## src/sync_measure_params.svh

```systemverilog
`ifndef SYNC_MEASURE_PARAMS_SVH
`define SYNC_MEASURE_PARAMS_SVH
// Overview of operation
// - filter enabled: a masking window opens at each horizontal sync leading edge that falls outside an open window
// - window length is twice the 8-bit width setting in reference ticks
// - filter disabled: width setting has no effect, no window opens
// - vertical leading edge is delayed or advanced by a signed pixel count
// - field output is shifted by the same offset as vertical sync
// - alignment is ignored while either sync passthrough is active
// - horizontal passthrough drives raw horizontal sync to the output
// - vertical passthrough drives raw vertical sync to the output
// - horizontal invert flips the output only during horizontal passthrough
// - vertical invert flips the output only during vertical passthrough
// - lines per frame counted, 12 bits over two read-only bytes
// - pseudo-sync detect flag sits in bit 6 of the upper line byte
// - scan type bit reads 1 progressive, 0 interlaced, lock independent
// - reference ticks per line, longest line of the frame, 12 bits
// - counters use internal 6.5 MHz or external reference up to 27 MHz
// - measurement runs whether or not the pixel clock loop is locked
// - horizontal sync width in reference ticks, 8 bits read-only
// - vertical sync width in lines, 5 bits read-only
// - 27 MHz, 480p input reads 858 clocks, 525 lines, width 63
`define IDX_MASK_WIDTH 8'h34
`define IDX_ALIGN 8'h35
`define IDX_PASS 8'h36
`define IDX_LINES_LO 8'h37
`define IDX_LINES_HI 8'h38
`define IDX_CLOCKS_LO 8'h39
`define IDX_CLOCKS_HI 8'h3A
`define IDX_HS_WIDTH 8'h3B
`define IDX_VS_WIDTH 8'h3C
`define IDX_CTRL 8'h50
`define RST_MASK_WIDTH 8'h03
`define RST_ALIGN 8'h10
`define RST_PASS 4'h0
`define RST_CTRL 2'h0
`define BIT_HORIZONTAL_RAW_PASSTHROUGH 0
`define BIT_VERTICAL_RAW_PASSTHROUGH 1
`define BIT_HORIZONTAL_OUTPUT_INVERT 2
`define BIT_VERTICAL_OUTPUT_INVERT 3
`define BIT_FILTER_EN 0
`define BIT_EXT_REF 1
`define CLK_KHZ 125000
`define REF_INT_KHZ 6500
`define REF_INT_DIV (`CLK_KHZ / `REF_INT_KHZ)
`endif

```

## src/sync_measure_pkg.sv

```systemverilog
package sync_measure_pkg;
  typedef struct packed {
    logic [11:0] lines;
    logic [11:0] clocks;
    logic [7:0] hsWidth;
    logic [4:0] vsWidth;
    logic progressive;
    logic pseudoSync;
  } status_s;
  typedef enum logic [2:0] {
    AL_IDLE = 3'b001,
    AL_WAIT = 3'b010,
    AL_COUNT = 3'b100
  } align_e;
endpackage

```

## src/sync_measure_and_align.sv

```systemverilog
`timescale 1ns/1ps
`include "sync_measure_params.svh"
module sync_measure_and_align #(
  parameter int PIX_W = 13
) (
  input wire logic clk,
  input wire logic rstn,
  input wire logic psel,
  input wire logic penable,
  input wire logic pwrite,
  input wire logic [11:0] paddr,
  input wire logic [31:0] pwdata,
  output logic [31:0] prdata,
  output logic pready,
  output logic pslverr,
  input wire logic hsyncIn,
  input wire logic vsyncIn,
  input wire logic pixelStrobe,
  input wire logic externalReferenceInput,
  output logic hsyncOut,
  output logic vsyncOut,
  output logic fieldOut,
  output logic hsyncFiltered
);

  if (PIX_W < 9)
  begin : gBadWidth
    $error("PIX_W must be at least 9");
  end

  // ****************************************
  // register bus
  // ****************************************
  function automatic logic isIdx(input logic [11:0] a, input logic [7:0] idx);
    isIdx = (a == {2'b00, idx, 2'b00});
  endfunction

  logic [7:0] maskWidth_reg;
  logic [7:0] alignOffset_reg;
  logic [3:0] pass_reg;
  logic [1:0] ctrl_reg;
  logic [31:0] prdata_reg;
  sync_measure_pkg::status_s stat_reg;
  sync_measure_pkg::status_s stat_next;

  wire access = psel & penable;
  wire wrEn = access & pwrite;
  wire hitMask = isIdx(paddr, `IDX_MASK_WIDTH);
  wire hitAlign = isIdx(paddr, `IDX_ALIGN);
  wire hitPass = isIdx(paddr, `IDX_PASS);
  wire hitLinesLo = isIdx(paddr, `IDX_LINES_LO);
  wire hitLinesHi = isIdx(paddr, `IDX_LINES_HI);
  wire hitClkLo = isIdx(paddr, `IDX_CLOCKS_LO);
  wire hitClkHi = isIdx(paddr, `IDX_CLOCKS_HI);
  wire hitHsw = isIdx(paddr, `IDX_HS_WIDTH);
  wire hitVsw = isIdx(paddr, `IDX_VS_WIDTH);
  wire hitCtrl = isIdx(paddr, `IDX_CTRL);
  wire mapped = hitMask | hitAlign | hitPass | hitLinesLo | hitLinesHi | hitClkLo
    | hitClkHi | hitHsw | hitVsw | hitCtrl;

  wire [7:0] rdByte =
    hitMask ? maskWidth_reg :
    hitAlign ? alignOffset_reg :
    hitPass ? {4'h0, pass_reg} :
    hitLinesLo ? stat_reg.lines[7:0] :
    hitLinesHi ? {1'b0, stat_reg.pseudoSync, stat_reg.progressive, 1'b0,
                  stat_reg.lines[11:8]} :
    hitClkLo ? stat_reg.clocks[7:0] :
    hitClkHi ? {4'h0, stat_reg.clocks[11:8]} :
    hitHsw ? stat_reg.hsWidth :
    hitVsw ? {3'h0, stat_reg.vsWidth} :
    hitCtrl ? {6'h00, ctrl_reg} : 8'h00;

  // read data is captured in the setup cycle so no wait state is needed
  wire [31:0] prdata_next = (psel & ~penable) ? {24'h000000, rdByte} : prdata_reg;

  assign prdata = prdata_reg;
  assign pready = 1'b1;
  assign pslverr = access & ~mapped;

  always_ff @(posedge clk)
  begin
    if (!rstn)
    begin
      maskWidth_reg <= `RST_MASK_WIDTH;
      alignOffset_reg <= `RST_ALIGN;
      pass_reg <= `RST_PASS;
      ctrl_reg <= `RST_CTRL;
      prdata_reg <= 32'h00000000;
    end
    else
    begin
      if (wrEn & hitMask)
        maskWidth_reg <= pwdata[7:0];
      if (wrEn & hitAlign)
        alignOffset_reg <= pwdata[7:0];
      if (wrEn & hitPass)
        pass_reg <= pwdata[3:0];
      if (wrEn & hitCtrl)
        ctrl_reg <= pwdata[1:0];
      prdata_reg <= prdata_next;
    end
  end

  wire hsBypass = pass_reg[`BIT_HORIZONTAL_RAW_PASSTHROUGH];
  wire vsBypass = pass_reg[`BIT_VERTICAL_RAW_PASSTHROUGH];
  wire anyBypass = hsBypass | vsBypass;
  wire filterEn = ctrl_reg[`BIT_FILTER_EN];

  // ****************************************
  // input edges and reference tick
  // ****************************************
  logic hsPrev_reg;
  logic vsPrev_reg;
  logic extPrev_reg;
  logic [7:0] divCnt_reg;

  wire hsLead = hsyncIn & ~hsPrev_reg;
  wire hsTrail = ~hsyncIn & hsPrev_reg;
  wire vsLead = vsyncIn & ~vsPrev_reg;
  wire vsTrail = ~vsyncIn & vsPrev_reg;
  wire intTick = (divCnt_reg == 8'((`REF_INT_DIV) - 1));
  wire extTick = externalReferenceInput & ~extPrev_reg;
  wire refTick = ctrl_reg[`BIT_EXT_REF] ? extTick : intTick;
  wire [7:0] divCnt_next = intTick ? 8'h00 : divCnt_reg + 8'h01;

  always_ff @(posedge clk)
  begin
    if (!rstn)
    begin
      hsPrev_reg <= 1'b0;
      vsPrev_reg <= 1'b0;
      extPrev_reg <= 1'b0;
      divCnt_reg <= 8'h00;
    end
    else
    begin
      hsPrev_reg <= hsyncIn;
      vsPrev_reg <= vsyncIn;
      extPrev_reg <= externalReferenceInput;
      divCnt_reg <= divCnt_next;
    end
  end

  // ****************************************
  // pseudo-sync masking window
  // ****************************************
  logic [8:0] winCnt_reg;
  logic hsFilt_reg;
  logic macSeen_reg;

  wire winActive = (winCnt_reg != 9'h000);
  wire winStart = filterEn & hsLead & ~winActive;
  wire hsAccept = hsLead & (~filterEn | ~winActive);
  wire pseudoHit = filterEn & hsLead & winActive;
  wire [8:0] winCnt_next =
    ~filterEn ? 9'h000 :
    winStart ? {maskWidth_reg, 1'b0} :
    (winActive & refTick) ? winCnt_reg - 9'h001 : winCnt_reg;
  wire hsFilt_next = filterEn ? (winStart | winActive) : hsyncIn;
  wire hsyncOut_next = hsBypass ? hsyncIn ^ pass_reg[`BIT_HORIZONTAL_OUTPUT_INVERT] : hsFilt_next;

  always_ff @(posedge clk)
  begin
    if (!rstn)
    begin
      winCnt_reg <= 9'h000;
      hsFilt_reg <= 1'b0;
      hsyncOut <= 1'b0;
    end
    else
    begin
      winCnt_reg <= winCnt_next;
      hsFilt_reg <= hsFilt_next;
      hsyncOut <= hsyncOut_next;
    end
  end

  assign hsyncFiltered = hsFilt_reg;

  // ****************************************
  // vertical to horizontal alignment
  // ****************************************
  sync_measure_pkg::align_e alState_reg;
  sync_measure_pkg::align_e alState_next;
  logic [PIX_W-1:0] pixCnt_reg;
  logic [PIX_W-1:0] lineLen_reg;
  logic [PIX_W-1:0] alCnt_reg;
  logic [PIX_W-1:0] alTarget_reg;
  logic pendLevel_reg;
  logic pendField_reg;
  logic vsAligned_reg;

  wire [PIX_W-1:0] offExt = {{(PIX_W-8){alignOffset_reg[7]}}, alignOffset_reg};
  // an advance fires the stated count before the following horizontal edge
  wire [PIX_W-1:0] alTarget_next = alignOffset_reg[7] ? lineLen_reg + offExt : offExt;
  wire vsEvent = vsLead | vsTrail;
  wire fieldPos = (pixCnt_reg > (lineLen_reg >> 1));
  wire fire = (alState_reg == sync_measure_pkg::AL_COUNT) & (alCnt_reg == alTarget_reg);
  wire [PIX_W-1:0] pixCnt_next = hsAccept ? '0 : pixCnt_reg + PIX_W'(pixelStrobe);

  always_comb
  begin
    alState_next = alState_reg;
    case (alState_reg)
      sync_measure_pkg::AL_IDLE:
        if (vsEvent)
          alState_next = sync_measure_pkg::AL_WAIT;
      sync_measure_pkg::AL_WAIT:
        if (hsAccept)
          alState_next = sync_measure_pkg::AL_COUNT;
      sync_measure_pkg::AL_COUNT:
        if (fire)
          alState_next = vsEvent ? sync_measure_pkg::AL_WAIT : sync_measure_pkg::AL_IDLE;
      default:
        alState_next = sync_measure_pkg::AL_IDLE;
    endcase
  end

  wire vsProc = anyBypass ? vsyncIn : vsAligned_reg;
  wire vsyncOut_next = vsBypass ? vsyncIn ^ pass_reg[`BIT_VERTICAL_OUTPUT_INVERT] : vsProc;
  wire fieldOut_next =
    (anyBypass & vsLead) ? fieldPos :
    (~anyBypass & fire & pendLevel_reg) ? pendField_reg : fieldOut;

  always_ff @(posedge clk)
  begin
    if (!rstn)
    begin
      alState_reg <= sync_measure_pkg::AL_IDLE;
      pixCnt_reg <= '0;
      lineLen_reg <= '0;
      alCnt_reg <= '0;
      alTarget_reg <= '0;
      pendLevel_reg <= 1'b0;
      pendField_reg <= 1'b0;
      vsAligned_reg <= 1'b0;
      vsyncOut <= 1'b0;
      fieldOut <= 1'b0;
    end
    else
    begin
      alState_reg <= alState_next;
      pixCnt_reg <= pixCnt_next;
      if (hsAccept)
        lineLen_reg <= pixCnt_reg;
      if (vsEvent)
        pendLevel_reg <= vsyncIn;
      if (vsLead)
        pendField_reg <= fieldPos;
      if (alState_reg == sync_measure_pkg::AL_WAIT && hsAccept)
      begin
        alCnt_reg <= '0;
        alTarget_reg <= alTarget_next;
      end
      else if (pixelStrobe)
        alCnt_reg <= alCnt_reg + PIX_W'(1);
      if (fire)
        vsAligned_reg <= pendLevel_reg;
      vsyncOut <= vsyncOut_next;
      fieldOut <= fieldOut_next;
    end
  end

  // ****************************************
  // measurement counters
  // ****************************************
  // no lock input exists: counting never waits on the pixel clock loop
  logic [11:0] refCnt_reg;
  logic [11:0] cplMax_reg;
  logic [7:0] hswCnt_reg;
  logic [7:0] hswLast_reg;
  logic [11:0] lineCnt_reg;
  logic [11:0] prevLines_reg;
  logic [4:0] vswCnt_reg;
  logic [4:0] vswLast_reg;

  wire [11:0] refInc = refCnt_reg + 12'(refTick & ~&refCnt_reg);
  wire [11:0] cplMax_next =
    vsLead ? (hsAccept ? refCnt_reg : 12'h000) :
    (hsAccept & (refCnt_reg > cplMax_reg)) ? refCnt_reg : cplMax_reg;
  wire [7:0] hswCnt_next =
    hsLead ? 8'h00 :
    (hsyncIn & refTick & ~&hswCnt_reg) ? hswCnt_reg + 8'h01 : hswCnt_reg;
  wire [11:0] lineCnt_next =
    vsLead ? 12'h000 : lineCnt_reg + 12'(hsAccept & ~&lineCnt_reg);
  wire [4:0] vswCnt_next =
    vsLead ? 5'h00 : vswCnt_reg + 5'(vsyncIn & hsAccept & ~&vswCnt_reg);
  wire cplFinal = hsAccept & (refCnt_reg > cplMax_reg);

  always_comb
  begin
    stat_next = stat_reg;
    if (vsLead)
    begin
      // one snapshot per frame keeps the readable set consistent
      stat_next.lines = lineCnt_reg;
      stat_next.clocks = cplFinal ? refCnt_reg : cplMax_reg;
      stat_next.hsWidth = hswLast_reg;
      stat_next.vsWidth = vswLast_reg;
      stat_next.progressive = (lineCnt_reg == prevLines_reg);
      stat_next.pseudoSync = macSeen_reg | pseudoHit;
    end
  end

  always_ff @(posedge clk)
  begin
    if (!rstn)
    begin
      refCnt_reg <= 12'h000;
      cplMax_reg <= 12'h000;
      hswCnt_reg <= 8'h00;
      hswLast_reg <= 8'h00;
      lineCnt_reg <= 12'h000;
      prevLines_reg <= 12'h000;
      vswCnt_reg <= 5'h00;
      vswLast_reg <= 5'h00;
      macSeen_reg <= 1'b0;
      stat_reg <= '0;
    end
    else
    begin
      refCnt_reg <= hsAccept ? 12'h000 : refInc;
      cplMax_reg <= cplMax_next;
      hswCnt_reg <= hswCnt_next;
      if (hsTrail)
        hswLast_reg <= hswCnt_reg;
      lineCnt_reg <= lineCnt_next;
      if (vsLead)
        prevLines_reg <= lineCnt_reg;
      vswCnt_reg <= vswCnt_next;
      if (vsTrail)
        vswLast_reg <= vswCnt_reg;
      // a hit in the snapshot cycle starts the next frame's flag
      macSeen_reg <= vsLead ? pseudoHit : (macSeen_reg | pseudoHit);
      stat_reg <= stat_next;
    end
  end
endmodule

```

## config.mk

```make
export PLATFORM = sky130hd
export DESIGN_NAME = sync_measure_and_align
export DESIGN_NICKNAME = d
export VERILOG_FILES = /design/src/sync_measure_pkg.sv /design/src/sync_measure_and_align.sv
export VERILOG_INCLUDE_DIRS = /design/src
export SDC_FILE = /design/constraint.sdc
export NUM_CORES = 1
export LEC_CHECK = 0
export BUFFER_PORTS_ARGS = -buffer_cell sky130_fd_sc_hd__buf_2
export CORE_ASPECT_RATIO = 0.6
export CORE_MARGIN = 10
export CORE_UTILIZATION = 58
export DETAILED_ROUTE_END_ITERATION = 7
export GPL_TIMING_DRIVEN = 0
export PLACE_DENSITY_LB_ADDON = 0.25
export SLEW_MARGIN = 40
export SYNTH_ARGS = -nofsm -noshare
export SYNTH_HDL_FRONTEND = slang
export SYNTH_SLANG_ARGS = --single-unit
export TNS_END_PERCENT = 100
```

## constraint.sdc

```tcl
create_clock -name clk -period 5.3 [get_ports clk]
set_input_delay 0 -clock clk [delete_from_list [all_inputs] [get_ports clk]]
set_output_delay 0 -clock clk [all_outputs]
set_load 0.05 [all_outputs]
```

* Word-level counts from Yosys, hierarchy flattened *
Cells that the tools add are included.

word-level totals
  flip-flop bits (word level) = 214
  input bits = 53
  word-level logic and storage cells = 172

operators by class
  add/subtract/negate cells = 9
  order comparisons = 2
  equal/unequal tests = 19
  mux-type cells = 29
  bitwise operators = 56
  reduce and logical (&&, ||, !) cells = 20

operator list
  cell                                                                     count
  12-bit by 8-bit equality test with 1-bit output (second input constant)  9
  8-bit 2-to-1 mux                                                         8
  12-bit 2-to-1 mux                                                        3
  1-bit AND                                                                29
  12-bit by 1-bit adder with 12-bit output                                 2
  12-bit AND reduction                                                     2
  9-bit 2-to-1 mux                                                         2
  8-bit by 1-bit adder with 8-bit output (second input constant)           2
  1-bit OR                                                                 14
  13-bit by 1-bit adder with 13-bit output                                 1
  13-bit by 1-bit adder with 13-bit output (second input constant)         1
  13-bit adder                                                             1
  13-bit equality test                                                     1
  13-bit by 12-bit greater-than comparator with 1-bit output               1
  13-bit 2-to-1 mux                                                        1
  12-bit equality test                                                     1
  12-bit by 9-bit equality test with 1-bit output (second input constant)  1
  12-bit greater-than comparator                                           1
  1-bit NOT                                                                11
  2-bit OR reduction                                                       5
  3-bit 2-to-1 mux                                                         3
  3-bit case mux with 3 select lines                                       1
  9-bit nonzero test                                                       1
  9-bit by 1-bit subtractor with 9-bit output (second input constant)      1
  18 further kinds                                                         33

* Logic depth before layout (Yosys ltp) *
  depth in word-level cells = 12
  gate-level depth with buffers = 13
  mapped depth without buffers = 12

* Worst setup path before layout *
OpenSTA, ideal clock, no wires.

  kind = reg2reg
  start = reg winCnt_reg[2]
  end = reg lineCnt_reg[8]
  arrival = 2.793 ns
  data required time = 5.230 ns
  slack = 2.437 ns
  stages on the path, launching flop included = 11
  path buffers = 1
  period minus slack after synthesis = 2.863 ns
  cells stage by stage = dfxtp_1 or4_1 o41ai_2 nand2_1 clkbuf_1 nor2_1 ha_1 ha_1 nand3_1 or3_1 a21oi_1

between the ends
  word-level cells in the longest chain between the ends = 6

ends and longest elaborated chain
  item                                      line                           RTL
  start, declared                           sync_measure_and_align.sv:148  logic [8:0] winCnt_reg;
  start signal, assigned                    sync_measure_and_align.sv:173  winCnt_reg <= winCnt_next;
  9-bit nonzero test                        sync_measure_and_align.sv:152  wire winActive = (winCnt_reg != 9'h000);
  1-bit NOT                                 sync_measure_and_align.sv:154  wire hsAccept = hsLead & (~filterEn | ~winActive);
  1-bit OR                                  sync_measure_and_align.sv:154
  1-bit AND                                 sync_measure_and_align.sv:154
  1-bit AND                                 sync_measure_and_align.sv:286  vsLead ? 12'h000 : lineCnt_reg + 12'(hsAccept & ~&lineCnt_reg);
  12-bit by 1-bit adder with 12-bit output  sync_measure_and_align.sv:286
  end signal, assigned                      sync_measure_and_align.sv:328  lineCnt_reg <= lineCnt_next;
  end, declared                             sync_measure_and_align.sv:273  logic [11:0] lineCnt_reg;

Every way passes these cells.
A chain may end at the register's enable or synchronous reset.

* Worst setup path after layout *
Ends and elaborated chain as after synthesis.

==> run_results.csv <==
group,metric,value,unit
global_route,grt_pass1_wl,48340,microns
global_route,busiest_layer,"met1",
die,die_h,126.4,microns
global_route,antenna_found_initial,1,
detailed_routing,num_vias,9504,
worst_setup_path,regToRegSetupSlack,1600,ps
timing,fin_crit_sh,0.6989,
die,initial_core_util,0.5980,
clocking,numCtsBuffers,21,
clocking,cts_resized,0,
worst_setup_path,startpoint_type,"flop",
detailed_routing,drt_first_pass_iters,6,
worst_setup_path,crit_path_max_fanout,10,
logic_synthesis,synthArstFlopShare,0,
timing,worst_slew_pin_slew,885.5,ps
worst_setup_path,crit_path_frequent_cell,"ha_1",
global_route,use_met2,0.3292,
clocking,clkSinkCount,214,
clocking,cts-root-buf,"clkbuf_16",
layout,synthToLayoutAreaGrowth,13.30,%
clocking,clockBufferDepth,3,
timing,timing.hold.ws,65.80,ps
detailed_routing,drt-initial-drc-count,1018,
logic_synthesis,synthDistinctLibCells,70,
global_route,grtUsageTotal,0.2389,
detailed_routing,routedWlPerCell,18.99,microns
worst_setup_path,cp.arrival,4140,ps
job,drv_cap,0,
power_and_ir_drop,vdd_drop_max,0.1874,mV
die,rows,38,
clocking,tritoncts,"built",
detailed_routing,vias_per_cell,5.892,
power_and_ir_drop,power.density,283.5,mW/mm^2
logic_synthesis,syn_area,0.01095,sq mm
min_path,hp-class,"input port to flop",
die,dieArea,0.02495,sq mm
global_route,first_global_vias,8692,
die,coreArea,0.01831,sq mm
placement,dpl-instance-area,0.01153,sq mm
power_and_ir_drop,p_total,3517,uW
layout,final_area,0.01240,sq mm
worst_setup_path,path_cells,"or4_1 > o41ai_2 > nand2_1 > clkbuf_1 > nor2_1 > ha_1 > ha_1 > nand3_1 > or3_1 > a21oi_1",
layout,finalNonFillerCells,1613,
worst_setup_path,r2r_start,"winCnt_reg[2]$_SDFFE_PN0P_",
logic_synthesis,synth_top_area_cell,"dfxtp_1",
clocking,path_clk_slew,70,ps
detailed_routing,drc,0,
detailed_routing,routed_wl,30630,microns
timing,post-route-min-period,3704,ps
status,status,"finished clean",
timing,slew_violations,0,
timing,clock_skew,17.16,ps
logic_synthesis,syn_inst,1262,
global_route,grt_max_degree,17,
worst_setup_path,critPathMaxStageDelay,610,ps
worst_setup_path,worst_setup_path_end_kind,"flop",
min_path,min_to,"ctrl_reg[1]$_SDFFE_PN0P_",
worst_setup_path,cp_slowest_cell,"or4_1",
layout,nets,1467,
global_route,use_met3,0.05360,
placement,gp_congestion,0.9738,
logic_synthesis,synth_area_per_cell,8.674,sq um
clocking,post_cts_buffers,0,
clocking,clk_latency,510,ps
timing,slew_headroom,0.4075,
power_and_ir_drop,leakagePower,0.004961,uW
worst_setup_path,crit_type,"flop to flop",
die,die_w,197.4,microns
logic_synthesis,ys_seq_area_frac,0.3914,
global_route,grt_use_met1,0.3686,
logic_synthesis,yosysTopAreaCellShare,0.3914,
min_path,worstHoldPathCells,5,
placement,dp_hpwl,22900,microns
logic_synthesis,yosysWarnings,0,
detailed_routing,antenna_left,0,
logic_synthesis,synth_seq_cells,214,
placement,port-buffer-count,38,
layout,drive_above_1_share,0.09104,
timing,max_freq,0.2700,GHz
timing,rsz0062_at_grt,"false",
global_route,grt_overflow_total,0,
logic_synthesis,synth_top_flop_cell,"dfxtp_1",
worst_setup_path,rr_endpoint,"lineCnt_reg[8]$_SDFF_PP0_",
logic_synthesis,synth_area_leaders,"dfxtp_1, mux2i_1, ha_1",
layout,antenna-diode-count,0,
timing,hold_viol_final,0,
worst_setup_path,reg2reg_depth,10,
min_path,hp-start,"paddr[7]",
placement,dp_cells,1563,
worst_setup_path,critPathRequiredTime,5730,ps
timing,setup_tns,0,ps
logic_synthesis,synth-edff-count,0,
die,io_pins,91,
layout,largest_reg_flops,27,
clocking,htreeDepth,1,
timing,setup_viol,0,
==> synthesized netlist by cell type (8+ instances only) <==
| library cell | instances |
|---|---|
| and3_1 | 21 |
| nor2b_1 | 37 |
| inv_1 | 45 |
| nor2_1 | 146 |
| nor3_1 | 15 |
| mux2i_1 | 80 |
| xor2_1 | 65 |
| clkbuf_1 | 43 |
| nand2b_1 | 16 |
| a21oi_1 | 64 |
| nand3_1 | 50 |
| dfxtp_1 | 214 |
| and2_1 | 14 |
| o21ai_0 | 54 |
| xnor2_1 | 28 |
| nand4_1 | 28 |
| o211ai_1 | 8 |
| ha_1 | 52 |
| or3_1 | 8 |
| nand2_1 | 103 |
| a21boi_0 | 9 |
| a22o_1 | 16 |
| buf_4 | 26 |
==> worst max-delay path by stage <==
stage / startpoint / end / cells after the start
5_1_grt: winCnt_reg[2]$_SDFFE_PN0P_ / lineCnt_reg[8]$_SDFF_PP0_ / 10
3_5_place_dp: winCnt_reg[2]$_SDFFE_PN0P_ / lineCnt_reg[8]$_SDFF_PP0_ / 10
4_1_cts: winCnt_reg[2]$_SDFFE_PN0P_ / lineCnt_reg[8]$_SDFF_PP0_ / 10
6_report: winCnt_reg[2]$_SDFFE_PN0P_ / lineCnt_reg[8]$_SDFF_PP0_ / 10
3_3_place_gp: winCnt_reg[2]$_SDFFE_PN0P_ / lineCnt_reg[8]$_SDFF_PP0_ / 10
2_1_floorplan: winCnt_reg[2]$_SDFFE_PN0P_ / lineCnt_reg[8]$_SDFF_PP0_ / 10
==> critical path: cells and delay by family (launching register included) <==
family	cells	cell delay [ps]
adder cells (fa/ha/maj)	2	410
AND/OR/NAND/NOR	5	1780
buffers and inverters	1	380
flip-flops	1	340
AO/OA/AOI/OAI	2	720
==> cell families (layout without fill, tap and decap cells) <==
| family | Yosys count | count (layout) | synth area share |
|---|---|---|---|
| AOI/OAI and AO/OA | 215 | 215 | 0.1261 |
| xor gates and xnor gates | 93 | 93 | 0.07441 |
| adders and majority gates | 53 | 53 | 0.06126 |
| buffers and inverters | 126 | 214 | 0.05349 |
| DFF | 214 | 214 | 0.3914 |
| muxes | 86 | 86 | 0.07932 |
| other | 2 | 25 | 0.0006860 |
| and+or+nand+nor | 473 | 473 | 0.2134 |
==> layout make-up <==
class	instances	area, sq um
clock inverters	7	130.1
flip-flops and latches	214	4284
well taps	240	300.3
fillers	1470	5902
inverters	46	172.7
plain buffers	80	412.9
repair buffers	53	340.3
clock buffers	28	591.8
multi-input cells	945	6171
==> where the power goes <==
part | internal, uW | total, uW | switching (uW)
sequential | 1630 | 1650 | 19.9
combinational | 87.0 | 284 | 197
clock | 934 | 1580 | 649
total | 2650 | 3520 | 867
==> layer usage <==
metal,share of wire,vias to the layer above
met5,0,-
met1,0.49,4498
met3,0.11,42
met4,0.014,0
met2,0.39,418
li1,-,4546
==> timing repair <==
action	in CTS	in global routing
setup endpoints to repair	0	0
hold endpoints to repair	35	0
hold buffers	15	0
==> cells in the final DEF, fill, tap and decap left out, drive strengths merged, types with 52 or more instances in the layout <==
| master | netlist | final |
|---|---|---|
| mux2i | 80 | 80 |
| o21ai | 54 | 54 |
| nand2 | 103 | 103 |
| nor2 | 146 | 146 |
| ha | 52 | 52 |
| a21oi | 65 | 65 |
| clkbuf | 43 | 71 |
| dfxtp | 214 | 214 |
| xor2 | 65 | 65 |
| buf | 37 | 75 |
==> stage by stage <==
stage / util / worst slack [ps]
2_1_floorplan: - / 2437
3_3_place_gp: 0.6295 / 1718
3_5_place_dp: 0.6299 / 1654
4_1_cts: 0.6776 / 1631
5_1_grt: 0.6776 / 1341
6_report: 0.6776 / 1596
(Power assumes the default switching activity.)
